[config.mk]
export PLATFORM = sky130hd
export DESIGN_NAME = cctm_timer
export DESIGN_NICKNAME = d
export VERILOG_FILES = /design/src/common/cctm_pkg.sv /design/src/verilog/cctm_prescaler.sv /design/src/verilog/cctm_timer.sv
export SDC_FILE = /design/constraint.sdc
export NUM_CORES = 1
export LEC_CHECK = 0
export BUFFER_PORTS_ARGS = -buffer_cell sky130_fd_sc_hd__clkbuf_2
export CORE_AREA = 2 2 113 136
export CTS_BUF_LIST = sky130_fd_sc_hd__clkbuf_4
export DETAILED_ROUTE_END_ITERATION = 10
export DIE_AREA = 0 0 115 138
export PLACE_DENSITY = 0.69
export SLEW_MARGIN = 20
export SYNTH_ARGS = -nofsm -noshare
export SYNTH_HDL_FRONTEND = slang
export SYNTH_SLANG_ARGS = --single-unit
[constraint.sdc]
create_clock -name MCLK -period 2.7 [get_ports MCLK]
set_clock_uncertainty 0.1 [all_clocks]
set_input_delay 0.135 -clock MCLK [delete_from_list [all_inputs] [get_ports MCLK]]
set_output_delay 0.135 -clock MCLK [all_outputs]
set_load 0.05 [all_outputs]
[src/common/cctm_pkg.sv]
// constants, types and register map of the capture/compare timer channel
package cctm_pkg;

    // data path widths
    localparam int unsigned CCTM_CNT_W = 16;
    localparam int unsigned CCTM_DATA_W = 32;
    localparam int unsigned CCTM_ADDR_W = 8;
    localparam int unsigned CCTM_PRE_W = 5;

    // register byte offsets
    localparam logic [CCTM_ADDR_W-1:0] CCTM_OFF_RUN = 8'h00;
    localparam logic [CCTM_ADDR_W-1:0] CCTM_OFF_MODE = 8'h04;
    localparam logic [CCTM_ADDR_W-1:0] CCTM_OFF_FLOP = 8'h08;
    localparam logic [CCTM_ADDR_W-1:0] CCTM_OFF_CMPA = 8'h0C;
    localparam logic [CCTM_ADDR_W-1:0] CCTM_OFF_CMPB = 8'h10;
    localparam logic [CCTM_ADDR_W-1:0] CCTM_OFF_CAPA = 8'h14;
    localparam logic [CCTM_ADDR_W-1:0] CCTM_OFF_CAPB = 8'h18;
    localparam logic [CCTM_ADDR_W-1:0] CCTM_OFF_CNT = 8'h1C;
    localparam logic [CCTM_ADDR_W-1:0] CCTM_OFF_STAT = 8'h20;
    localparam logic [CCTM_ADDR_W-1:0] CCTM_WORD_MASK = 8'hFC;

    // run_control fields
    localparam int unsigned CCTM_RUN_BIT = 0;
    localparam int unsigned CCTM_DBUF_BIT = 1;
    localparam int unsigned CCTM_CAPNOW_BIT = 2;

    // mode_control fields
    localparam int unsigned CCTM_SRC_LSB = 0;
    localparam int unsigned CCTM_SRC_MSB = 1;
    localparam int unsigned CCTM_FREE_BIT = 2;
    localparam int unsigned CCTM_CAPEDGE_BIT = 3;

    // flop control fields
    localparam int unsigned CCTM_TOGA_BIT = 0;
    localparam int unsigned CCTM_TOGB_BIT = 1;
    localparam int unsigned CCTM_STATE_BIT = 2;
    localparam int unsigned CCTM_LOAD_BIT = 3;

    // reset values and counter limits
    localparam logic [CCTM_CNT_W-1:0] CCTM_CNT_ZERO = 16'h0000;
    localparam logic [CCTM_CNT_W-1:0] CCTM_CNT_ONE = 16'h0001;
    localparam logic [CCTM_CNT_W-1:0] CCTM_CNT_MAX = 16'hFFFF;
    localparam logic [CCTM_CNT_W-1:0] CCTM_CMP_RESET = 16'hFFFF;
    localparam logic [CCTM_DATA_W-1:0] CCTM_DATA_ZERO = 32'h00000000;

    // prescaler terminal masks: divide by 2, 8 and 32
    localparam logic [CCTM_PRE_W-1:0] CCTM_DIV2_MASK = 5'h01;
    localparam logic [CCTM_PRE_W-1:0] CCTM_DIV8_MASK = 5'h07;
    localparam logic [CCTM_PRE_W-1:0] CCTM_DIV32_MASK = 5'h1F;
    localparam logic [CCTM_PRE_W-1:0] CCTM_PRE_ZERO = 5'h00;
    localparam logic [CCTM_PRE_W-1:0] CCTM_PRE_ONE = 5'h01;

    // counter clock source
    typedef enum logic [1:0] {
        CCTM_SRC_DIV2,
        CCTM_SRC_DIV8,
        CCTM_SRC_DIV32,
        CCTM_SRC_EXT
    } cctm_clksrc_t;

    // timer events, status bit order from the msb down
    typedef struct packed {
        logic ovf;
        logic cap_b;
        logic cap_a;
        logic cmp_b;
        logic cmp_a;
    } cctm_events_t;

    // latched ahb address phase
    typedef struct packed {
        logic sel;
        logic write;
        logic [CCTM_ADDR_W-1:0] addr;
    } cctm_ahb_req_t;

endpackage : cctm_pkg

[src/verilog/cctm_prescaler.sv]
// prescaler that turns the system clock into counter tick enables
`timescale 1ns/100ps
`default_nettype none
module cctm_prescaler (
    // clock and reset
    input wire logic clk,
    input wire logic srst,
    // control
    input wire logic run,
    input wire cctm_pkg::cctm_clksrc_t sel,
    // one-cycle tick
    output logic tick
);
    import cctm_pkg::*;

    logic [CCTM_PRE_W-1:0] div_reg; // free divider count
    logic [CCTM_PRE_W-1:0] div_next;
    logic tick_reg; // registered tick
    logic tick_next;
    logic [CCTM_PRE_W-1:0] mask; // terminal mask of the chosen rate

    // next divider state and tick
    always_comb
    begin
        unique case (sel)
            CCTM_SRC_DIV2: mask = CCTM_DIV2_MASK;
            CCTM_SRC_DIV8: mask = CCTM_DIV8_MASK;
            CCTM_SRC_DIV32: mask = CCTM_DIV32_MASK;
            CCTM_SRC_EXT: mask = CCTM_DIV2_MASK;
        endcase
        // stopped timer restarts from a clean phase
        div_next = run ? div_reg + CCTM_PRE_ONE : CCTM_PRE_ZERO;
        tick_next = run && (sel != CCTM_SRC_EXT) && ((div_reg & mask) == mask);
    end

    // register divider and tick
    always_ff @(posedge clk)
    begin
        if (srst)
        begin
            div_reg <= CCTM_PRE_ZERO;
            tick_reg <= 1'b0;
        end
        else
        begin
            div_reg <= div_next;
            tick_reg <= tick_next;
        end
    end

    assign tick = tick_reg;

endmodule : cctm_prescaler
`default_nettype wire

[src/verilog/cctm_timer.sv]
// 16-bit capture/compare timer channel zero with ahb-lite register slave
//
// Local design decisions: the address map and the AHB-Lite slave port.
`timescale 1ns/100ps
`default_nettype none
module cctm_timer (
    // clock and reset
    input wire logic MCLK,
    input wire logic SRST,
    // ahb-lite slave
    input wire logic HSEL,
    input wire logic [31:0] HADDR,
    input wire logic [1:0] HTRANS,
    input wire logic HWRITE,
    input wire logic [2:0] HSIZE,
    input wire logic [cctm_pkg::CCTM_DATA_W-1:0] HWDATA,
    input wire logic HREADY,
    output logic [cctm_pkg::CCTM_DATA_W-1:0] HRDATA,
    output logic HREADYOUT,
    output logic HRESP,
    // external pin side
    input wire logic EXTERNAL_COUNT_INPUT,
    output logic SQUARE_WAVE_OUTPUT,
    // event pulses to the interrupt controller
    output logic COMPARE_A_MATCH_IRQ,
    output logic COMPARE_B_MATCH_IRQ,
    output logic CAPTURE_A_IRQ,
    output logic CAPTURE_B_IRQ,
    output logic OVERFLOW_IRQ
);
    import cctm_pkg::*;

    // bus state
    cctm_ahb_req_t dph_reg; // address phase held for data phase
    cctm_ahb_req_t dph_next;
    logic hready_reg; // one wait state per transfer
    logic hready_next;
    logic [CCTM_DATA_W-1:0] hrdata_reg;
    logic [CCTM_DATA_W-1:0] hrdata_next;
    logic accept; // address phase taken
    logic wr; // data phase write
    logic rd; // data phase read

    // control registers
    logic run_reg, run_next;
    logic dbuf_reg, dbuf_next;
    cctm_clksrc_t src_reg, src_next;
    logic free_reg, free_next;
    logic capedge_reg, capedge_next;
    logic tog_a_reg, tog_a_next;
    logic tog_b_reg, tog_b_next;
    logic flop_reg, flop_next; // output toggle flop

    // counter data path
    logic [CCTM_CNT_W-1:0] cnt_reg, cnt_next; // up counter
    logic [CCTM_CNT_W-1:0] cmp_a_reg, cmp_a_next;
    logic [CCTM_CNT_W-1:0] cmp_a_buf_reg, cmp_a_buf_next;
    logic [CCTM_CNT_W-1:0] cmp_b_reg, cmp_b_next;
    logic [CCTM_CNT_W-1:0] cap_a_reg, cap_a_next;
    logic [CCTM_CNT_W-1:0] cap_b_reg, cap_b_next;
    logic ext_prev_reg; // last pin level
    logic ext_rise, ext_fall;
    logic pre_tick; // prescaler enable
    logic tick; // one counter step
    cctm_events_t ev; // events of this cycle
    cctm_events_t status_reg, status_next; // sticky events
    cctm_events_t irq_reg; // registered event pulses
    logic [CCTM_ADDR_W-1:0] wa; // data phase word address

    // prescaled counter clock
    cctm_prescaler cctm_prescaler_inst (
        .clk(MCLK),
        .srst(SRST),
        .run(run_reg),
        .sel(src_reg),
        .tick(pre_tick)
    );

    // bus decode and read mux
    always_comb
    begin
        accept = HSEL && HREADY && HTRANS[1];
        dph_next.sel = accept;
        dph_next.write = HWRITE;
        dph_next.addr = HADDR[CCTM_ADDR_W-1:0] & CCTM_WORD_MASK;
        hready_next = !accept;
        wr = dph_reg.sel && dph_reg.write;
        rd = dph_reg.sel && !dph_reg.write;
        wa = dph_reg.addr;
        hrdata_next = hrdata_reg;
        if (rd)
        begin
            // unmapped offsets read zero
            hrdata_next = CCTM_DATA_ZERO;
            unique case (wa)
                CCTM_OFF_RUN:
                begin
                    hrdata_next[CCTM_RUN_BIT] = run_reg;
                    hrdata_next[CCTM_DBUF_BIT] = dbuf_reg;
                end
                CCTM_OFF_MODE:
                begin
                    hrdata_next[CCTM_SRC_MSB:CCTM_SRC_LSB] = src_reg;
                    hrdata_next[CCTM_FREE_BIT] = free_reg;
                    hrdata_next[CCTM_CAPEDGE_BIT] = capedge_reg;
                end
                CCTM_OFF_FLOP:
                begin
                    hrdata_next[CCTM_TOGA_BIT] = tog_a_reg;
                    hrdata_next[CCTM_TOGB_BIT] = tog_b_reg;
                    hrdata_next[CCTM_STATE_BIT] = flop_reg;
                end
                CCTM_OFF_CMPA: hrdata_next[CCTM_CNT_W-1:0] = cmp_a_reg;
                CCTM_OFF_CMPB: hrdata_next[CCTM_CNT_W-1:0] = cmp_b_reg;
                CCTM_OFF_CAPA: hrdata_next[CCTM_CNT_W-1:0] = cap_a_reg;
                CCTM_OFF_CAPB: hrdata_next[CCTM_CNT_W-1:0] = cap_b_reg;
                CCTM_OFF_CNT: hrdata_next[CCTM_CNT_W-1:0] = cnt_reg;
                CCTM_OFF_STAT: hrdata_next[$bits(cctm_events_t)-1:0] = status_reg;
                default: hrdata_next = CCTM_DATA_ZERO;
            endcase
        end
    end

    // counter, compares, captures, flop and control writes
    always_comb
    begin
        ext_rise = EXTERNAL_COUNT_INPUT && !ext_prev_reg;
        ext_fall = !EXTERNAL_COUNT_INPUT && ext_prev_reg;
        // count step from prescaler or external edge
        tick = run_reg && ((src_reg == CCTM_SRC_EXT) ? ext_rise : pre_tick);
        ev.cmp_a = tick && (cnt_reg == cmp_a_reg);
        ev.cmp_b = tick && (cnt_reg == cmp_b_reg);
        ev.ovf = tick && (cnt_reg == CCTM_CNT_MAX);
        ev.cap_b = capedge_reg && ext_rise;
        ev.cap_a = capedge_reg && ext_fall;
        // hold by default
        run_next = run_reg;
        dbuf_next = dbuf_reg;
        src_next = src_reg;
        free_next = free_reg;
        capedge_next = capedge_reg;
        tog_a_next = tog_a_reg;
        tog_b_next = tog_b_reg;
        flop_next = flop_reg;
        cmp_a_next = cmp_a_reg;
        cmp_a_buf_next = cmp_a_buf_reg;
        cmp_b_next = cmp_b_reg;
        cap_a_next = cap_a_reg;
        cap_b_next = cap_b_reg;
        // counter: stopped clears, interval mode clears at b match
        if (!run_reg)
            cnt_next = CCTM_CNT_ZERO;
        else if (tick && !free_reg && ev.cmp_b)
            cnt_next = CCTM_CNT_ZERO;
        else if (tick)
            cnt_next = cnt_reg + CCTM_CNT_ONE;
        else
            cnt_next = cnt_reg;
        // toggle on enabled matches; both set gives two toggles per period
        if (ev.cmp_a && tog_a_reg)
            flop_next = !flop_next;
        if (ev.cmp_b && tog_b_reg)
            flop_next = !flop_next;
        // buffered compare a moves over at b match
        if (ev.cmp_b && dbuf_reg)
            cmp_a_next = cmp_a_buf_reg;
        // edge captures on channel zero
        if (capedge_reg && ext_rise)
            cap_a_next = cnt_reg;
        if (capedge_reg && ext_fall)
            cap_b_next = cnt_reg;
        // register writes in the data phase
        status_next = status_reg;
        if (wr)
        begin
            unique case (wa)
                CCTM_OFF_RUN:
                begin
                    run_next = HWDATA[CCTM_RUN_BIT];
                    dbuf_next = HWDATA[CCTM_DBUF_BIT];
                    if (HWDATA[CCTM_CAPNOW_BIT])
                        cap_a_next = cnt_reg;
                end
                CCTM_OFF_MODE:
                begin
                    src_next = cctm_clksrc_t'(HWDATA[CCTM_SRC_MSB:CCTM_SRC_LSB]);
                    free_next = HWDATA[CCTM_FREE_BIT];
                    capedge_next = HWDATA[CCTM_CAPEDGE_BIT];
                end
                CCTM_OFF_FLOP:
                begin
                    tog_a_next = HWDATA[CCTM_TOGA_BIT];
                    tog_b_next = HWDATA[CCTM_TOGB_BIT];
                    // initial level sets pulse polarity; write beats a toggle
                    if (HWDATA[CCTM_LOAD_BIT])
                        flop_next = HWDATA[CCTM_STATE_BIT];
                end
                CCTM_OFF_CMPA:
                begin
                    cmp_a_buf_next = HWDATA[CCTM_CNT_W-1:0];
                    if (!dbuf_reg)
                        cmp_a_next = HWDATA[CCTM_CNT_W-1:0];
                end
                CCTM_OFF_CMPB: cmp_b_next = HWDATA[CCTM_CNT_W-1:0];
                CCTM_OFF_STAT:
                begin
                    // write one clears; a new event of this cycle still sets below
                    status_next = status_reg & ~cctm_events_t'(HWDATA[$bits(cctm_events_t)-1:0]);
                end
                default: status_next = status_reg;
            endcase
        end
        // a new event wins over its clear
        status_next = status_next | ev;
    end

    // register all state
    always_ff @(posedge MCLK)
    begin
        if (SRST)
        begin
            dph_reg <= '0;
            hready_reg <= 1'b1;
            hrdata_reg <= CCTM_DATA_ZERO;
            run_reg <= 1'b0;
            dbuf_reg <= 1'b0;
            src_reg <= CCTM_SRC_DIV2;
            free_reg <= 1'b0;
            capedge_reg <= 1'b0;
            tog_a_reg <= 1'b0;
            tog_b_reg <= 1'b0;
            flop_reg <= 1'b0;
            cnt_reg <= CCTM_CNT_ZERO;
            cmp_a_reg <= CCTM_CMP_RESET;
            cmp_a_buf_reg <= CCTM_CMP_RESET;
            cmp_b_reg <= CCTM_CMP_RESET;
            cap_a_reg <= CCTM_CNT_ZERO;
            cap_b_reg <= CCTM_CNT_ZERO;
            ext_prev_reg <= 1'b0;
            status_reg <= '0;
            irq_reg <= '0;
        end
        else
        begin
            dph_reg <= dph_next;
            hready_reg <= hready_next;
            hrdata_reg <= hrdata_next;
            run_reg <= run_next;
            dbuf_reg <= dbuf_next;
            src_reg <= src_next;
            free_reg <= free_next;
            capedge_reg <= capedge_next;
            tog_a_reg <= tog_a_next;
            tog_b_reg <= tog_b_next;
            flop_reg <= flop_next;
            cnt_reg <= cnt_next;
            cmp_a_reg <= cmp_a_next;
            cmp_a_buf_reg <= cmp_a_buf_next;
            cmp_b_reg <= cmp_b_next;
            cap_a_reg <= cap_a_next;
            cap_b_reg <= cap_b_next;
            ext_prev_reg <= EXTERNAL_COUNT_INPUT;
            status_reg <= status_next;
            irq_reg <= ev;
        end
    end

    // outputs straight from flops, HRESP tied low
    assign HRDATA = hrdata_reg;
    assign HREADYOUT = hready_reg;
    assign HRESP = 1'b0;
    assign SQUARE_WAVE_OUTPUT = flop_reg;
    assign COMPARE_A_MATCH_IRQ = irq_reg.cmp_a;
    assign COMPARE_B_MATCH_IRQ = irq_reg.cmp_b;
    assign CAPTURE_A_IRQ = irq_reg.cap_a;
    assign CAPTURE_B_IRQ = irq_reg.cap_b;
    assign OVERFLOW_IRQ = irq_reg.ovf;
endmodule : cctm_timer
`default_nettype wire

* After elaboration in Yosys (flattened, before gate mapping)
Cells that the tools add are included.
Storage, ports and cells: register bits after elaboration 149, input bits 75
Operators by class: $add $sub $neg 2, eq/ne operators 16, multiplexer cells 22, bitwise operators 5, reduce and logical (&&, ||, !) cells 36
Operators with widths (count):
- 16-bit two-way mux | 8
- 11-bit case mux with 5 select lines | 1
- 16-bit == test | 2
- 8-bit by 5-bit == test with 1-bit output, second input constant | 4
- 1-bit logical AND | 19
- 2-bit case mux with 9 select lines | 1
- 16-bit by 1-bit adder with 16-bit output, second input constant | 1
- 16-bit == test, second input constant | 1
- 8-bit by 4-bit == test with 1-bit output, second input constant | 2
- 5-bit case mux with 3 select lines | 1
- 5-bit AND | 2
- 5-bit two-way mux | 2
- 2-bit AND reduction | 5
- 8-bit by 3-bit == test with 1-bit output, second input constant | 1
- 8-bit by 6-bit == test with 1-bit output, second input constant | 1
- 8-bit zero test | 1
- 1-bit case mux with 8 select lines | 1
- 1-bit zero test | 7
- 1-bit case mux with 7 select lines | 1
- 1-bit two-way mux | 6
- 1-bit case mux with 6 select lines | 1
- 5-bit by 1-bit adder with 5-bit output, second input constant | 1
- 5-bit == test | 1
- 5-bit NOT | 1
- 8 further kinds | 10

* Depth between registers and ports, before layout
word-level depth 12, mapped depth 9, depth with buffers taken out 7

* By module
A second synthesis with hierarchy kept.
Unflattened totals: cell total of the unflattened synthesis 767, area, all modules 6826.5 um2
Modules (own cells, without submodules):
- cctm_timer | instances 1, cells an instance 739, area an instance 6542.5 um2
- cctm_prescaler | instances 1, cells an instance 28, area an instance 284.0 um2

* Least setup slack after synthesis
Ideal clock, no wire load.
path kind register -> register, start point reg src_reg[0], end point reg cnt_reg[10], setup time 0.128 ns, arrival time 1.960 ns, slack 0.512 ns, cell stages (with the launch flop) 9, path buffers 2, period minus slack after synthesis 2.188 ns, cell sequence dfxtp_1 -> ha_1 -> and3b_1 -> a31o_2 -> clkbuf_1 -> nand3_1 -> o21bai_1 -> clkbuf_1 -> nor2_1
On the way: cells in the longest elaborated chain, start to end 6, elaborated cells between the ends (all ways) 7, those cells by class eq/ne: 1; mux: 1; reduce/logical: 5
RTL lines:
- start: declaration | line cctm_timer.sv:47 | cctm_clksrc_t src_reg, src_next;
- start signal: assignment | line cctm_timer.sv:250 | src_reg <= src_next;
- 2-bit == test * | line cctm_timer.sv:130 | tick = run_reg && ((src_reg == CCTM_SRC_EXT) ? ext_rise : pre_tick);
- 1-bit two-way mux * | line cctm_timer.sv:130
- 1-bit logical AND * | line cctm_timer.sv:130
- 1-bit logical AND, on equally long branches | line cctm_timer.sv:153, cctm_timer.sv:132
- 1-bit logical AND | line cctm_timer.sv:153 | else if (tick && !free_reg && ev.cmp_b)
- 3-bit OR reduction (no line)
- end signal: assignment | line cctm_timer.sv:256 | cnt_reg <= cnt_next;
- end: declaration | line cctm_timer.sv:55 | logic [CCTM_CNT_W-1:0] cnt_reg, cnt_next;
Every way passes the cells marked *; elsewhere a longest branch is shown, timed or not. A chain may end at the register's enable or synchronous reset.

* Final worst setup path
start point reg dph_reg (netlist bit wa[6]), end point reg cmp_a_reg[7]
On the way: cells in the longest elaborated chain, start to end 3
RTL lines:
- start: declaration | line cctm_timer.sv:34 | cctm_ahb_req_t dph_reg;
- start signal: assignment | line cctm_timer.sv:245 | dph_reg <= dph_next;
- 8-bit by 4-bit == test with 1-bit output | line cctm_timer.sv:176 | unique case (wa)
- 16-bit two-way mux | line cctm_timer.sv:176
- 16-bit two-way mux | line cctm_timer.sv:174 | if (wr)
- end signal: assignment | line cctm_timer.sv:257 | cmp_a_reg <= cmp_a_next;
- end: declaration | line cctm_timer.sv:56 | logic [CCTM_CNT_W-1:0] cmp_a_reg, cmp_a_next;
No other way between the ends.

==> summary by stage <==
Finish
The filler cell count in the final layout is 1397. Relative to the synthesized area, the layout overhead comes to 13.5%. The finished cells cover 7790 um^2. Cells with a size suffix above 1 make up 13.8% of the layout. Registers take 2940 um^2.

Once layout is complete, the utilization of the core stands at 53.0%. The net count of the finished layout is 966. The multi-input combinational cells in the finished layout cover a total of 3570 um^2.

Floorplanning
The total number of placement rows is 49. The vertical die dimension is 138 um. The initial standard-cell utilization of the core is 46.6%. The horizontal die dimension is 115 um. The count of boundary I/O pins is 115. The die covers 15900 um^2. In this run the standard cell core region covers 14700 um^2.

Drt
In the routed layout, each cell is associated on average with a via count of 5.47. The remaining number of nets flagged by the antenna check after routing is 0. The average routed wire per standard cell is 16.4 um. The DRC violation count after routing is 0.

The number of vias in the routed layout is 5906. The total iterations of the first detailed-routing run is 8. The number of design-rule violations left by the first detailed-router iteration is 514. The routed design has 17.7 mm of wire.

Critical path
Measured in cells, the most critical reg-to-reg path has a length of 6. The startpoint of the worst setup timing path is wa[6]$_SDFF_PP0_. The setup check on the worst reg-to-reg path leaves a slack of 0.20 ns.

The data required time of the critical path is 3.04 ns. The worst register-to-register path begins at wa[6]$_SDFF_PP0_. The type of element capturing the critical path is a flip-flop. In this run the worst path has a maximum fanout of 18. The critical path startpoint category is a flip-flop. The worst setup path is of the flip-flop to flip-flop kind.

In this run the critical register-to-register path is captured at cmp_a_reg[7]$_SDFF_PP1_. The worst path arrival time is 2.84 ns.

Min path
The worst hold path passes through 3 cells. The origin of the worst min-delay path is HADDR[6]. In this run the worst hold path is classified as primary input to flip-flop. The sink of the worst hold path is wa[6]$_SDFF_PP0_.

STA
At the pin with the least slew margin, the transition time is 0.576 ns. The worst path in the final design needs a cycle of 2.50 ns, including I/O delays and setup. In this run the tightest slew margin relative to its limit is 61.6%. In the final timing run, aggregate negative setup slack is 0 ns. The max-slew violation count was 0. Setup violations remaining at the end of the flow were counted as 0. Setup repair after global routing left no endpoint under its margin. The final clock period utilization by the worst path is 92.6%. Setup slack closes at 0.199 ns. The number of endpoints with negative hold slack in the final report was 0. The maximum achievable frequency is 0.400 GHz.

Yosys
Counting flops with a built-in enable in the synthesized netlist gives 0. Each instance of the synthesized netlist takes up on average 8.27 um^2. The fraction of synthesis flops using an asynchronous set or reset pin is 0%. The summed instance area of the synthesized netlist is 6860 um^2.

The post-synthesis register bit count is 147. The count of warnings emitted by yosys is 0. For this run, the leading register cell type out of synthesis is sky130_fd_sc_hd__dfxtp_1. The share of synthesized area occupied by flip-flops and latches is 42.9%. The netlist uses 51 different library cells. The number of instances in the synthesized netlist is 830.

Power and ir drop
Registers are responsible for 55.6% of the overall power. In this run, the clock network consumes 37.8% of the power. The switching share of power is 25.9%. The total power divided by cell area is 506 nW/um^2. The combinational fraction of design power is 6.6%. IR analysis of the VDD net gives a maximum drop of 0.266 mV. The analysis attributes to net switching a power of 1.02 mW. The total power after layout is 3.94 mW.

The internal power is 2.92 mW. The reported leakage power is 3.00 nW.

Outcome
The run finished with clean final reports.

Clock network
After clock tree synthesis, the setup repair step added 0 buffers. In this run the number of H-tree levels came out at 4. The insertion delay of the later-clocked pin in the worst-skew pair is 0.55 ns.

The clock sink count is 147. The maximum clock path buffer count is 2. The clock transition at the registers of the reported paths is 0.13 ns. The cell sitting at the root of the clock tree is a sky130_fd_sc_hd__clkbuf_4.

The number of clock buffers inserted by TritonCTS is 17. The clock tree from TritonCTS is built.

Placement
The number of buffer cells added on primary ports is 51. The routability congestion estimate from global placement is 0.841. The cell area after placement is 7200 um^2. The estimated wirelength of the detail-placed design is 12.3 mm. The post-placement worst setup slack is 0.208 ns.

Global routing
Across every metal layer, demand over resource in global routing totals 23.0%. The via count of the first global-routing pass was 5540. For this run the aggregate overflow at the end of global routing stands at 0. The first global-routing pass estimated 28.9 mm of wire. The initial antenna violation count is 1. The pin count of the biggest net entering global routing is 62.

Run
Across the run, the number of max-cap violations was 0.
layout make-up:
type	count	area share, %
Tap cell	178	2.86
Antenna cell	1	0.0321
Inverter	9	0.434
Sequential cell	147	37.8
Clock buffer	17	1.64
Timing Repair Buffer	102	9.09
Clock inverter	15	2.31
Multi-Input combinational cell	610	45.9
synthesized netlist by cell type, drive strengths merged (11+ instances only):
master    n  share of area (%)
nand2   201                 11
dfxtp   147                 43
a21oi    75                5.5
nor2     60                3.3
clkbuf   48                2.6
xnor2    42                5.4
mux2i    37                5.4
nand3b   33                3.6
buf      32                3.0
nand4    15                1.4
o21ai    15                1.1
a22oi    13                1.4
a21o     12                1.3
nor2b    11                1.0
per-layer routing:
layer,GRT usage (%),wire length [um],vias to the layer above
met3,4.12,1150,43
met5,0,0,-
met4,8.75,406,0
met1,31.8,7840,2741
met2,35.6,8290,245
li1,-,-,2877
power groups by stage:
stage,clock (mW),sequential [mW],combinational (mW)
final,1.49,2.19,0.262
after global routing,1.62,2.19,0.280
after CTS,1.52,2.19,0.259
after detailed placement,0,2.24,0.228
after global placement,0,2.24,0.227
after floorplan,0,2.24,0.178
layout by cell type, fill, tap and decap left out, drive strengths merged, types with 4 or more instances in the layout:
master / n
dfxtp: 147
inv: 13
nor4: 4
a21oi: 75
nor4b: 4
conb: 17
and4: 4
nand2: 201
a21o: 12
mux2i: 37
and3: 9
a22oi: 13
xor2: 9
clkbuf: 67
nand3: 9
clkinv: 7
mux4: 5
dlygate4sd3: 27
xnor2: 42
nand3b: 33
nor3: 4
nor2b: 11
buf: 25
nor2: 60
nand4: 15
ha: 4
o21ai: 15
worst max-delay path: stages, from the launching register on:
cell and delay (ns):
sky130_fd_sc_hd__dfxtp_1 0.40, sky130_fd_sc_hd__nor4_4 0.48, sky130_fd_sc_hd__and3_1 0.29, sky130_fd_sc_hd__nand3_4 0.23, sky130_fd_sc_hd__or3_1 0.64, sky130_fd_sc_hd__nor2_1 0.18
sky130_fd_sc_hd__a21oi_1 0.05
repair_timing:
action | in CTS | in global routing
endpoints found under the setup margin | 0 | 7
hold buffers | 27 | 0
resized for setup | 0 | 1
hold endpoints to repair | 94 | 0
through the flow:
| step | std cells | hold WS, ns |
|---|---|---|
| 5_1_grt | 1079 | 0.222 |
| 6_report | 1079 | 0.234 |
| 3_5_place_dp | 1019 | 0.249 |
| 2_1_floorplan | 846 | 0.145 |
| 3_3_place_gp | 1019 | 0.242 |
| 4_1_cts | 1078 | 0.207 |
how the worst max path moves through the flow:
| stage | endpoint | slack, ns |
|---|---|---|
| final | cmp_a_reg[7]$_SDFF_PP1_ | 0.20 |
| after global routing | cmp_a_reg[5]$_SDFF_PP1_ | 0.08 |
| after CTS | cmp_a_reg[15]$_SDFF_PP1_ | 0.17 |
| after detailed placement | cmp_a_reg[1]$_SDFF_PP1_ | 0.21 |
| after global placement | cmp_a_reg[3]$_SDFF_PP1_ | 0.23 |
| after floorplan | cnt_reg[10]$_SDFFE_PP0P_ | 0.51 |
cells by family after synthesis:
group | share of synthesized area, %
flops | 42.9
buf+inv | 6.12
other cells | 0.0546
fa+ha+maj | 0.729
xor+xnor | 6.51
mux | 7.20
compound gates | 10.9
simple gates | 25.6
(Power assumes the default switching activity.)
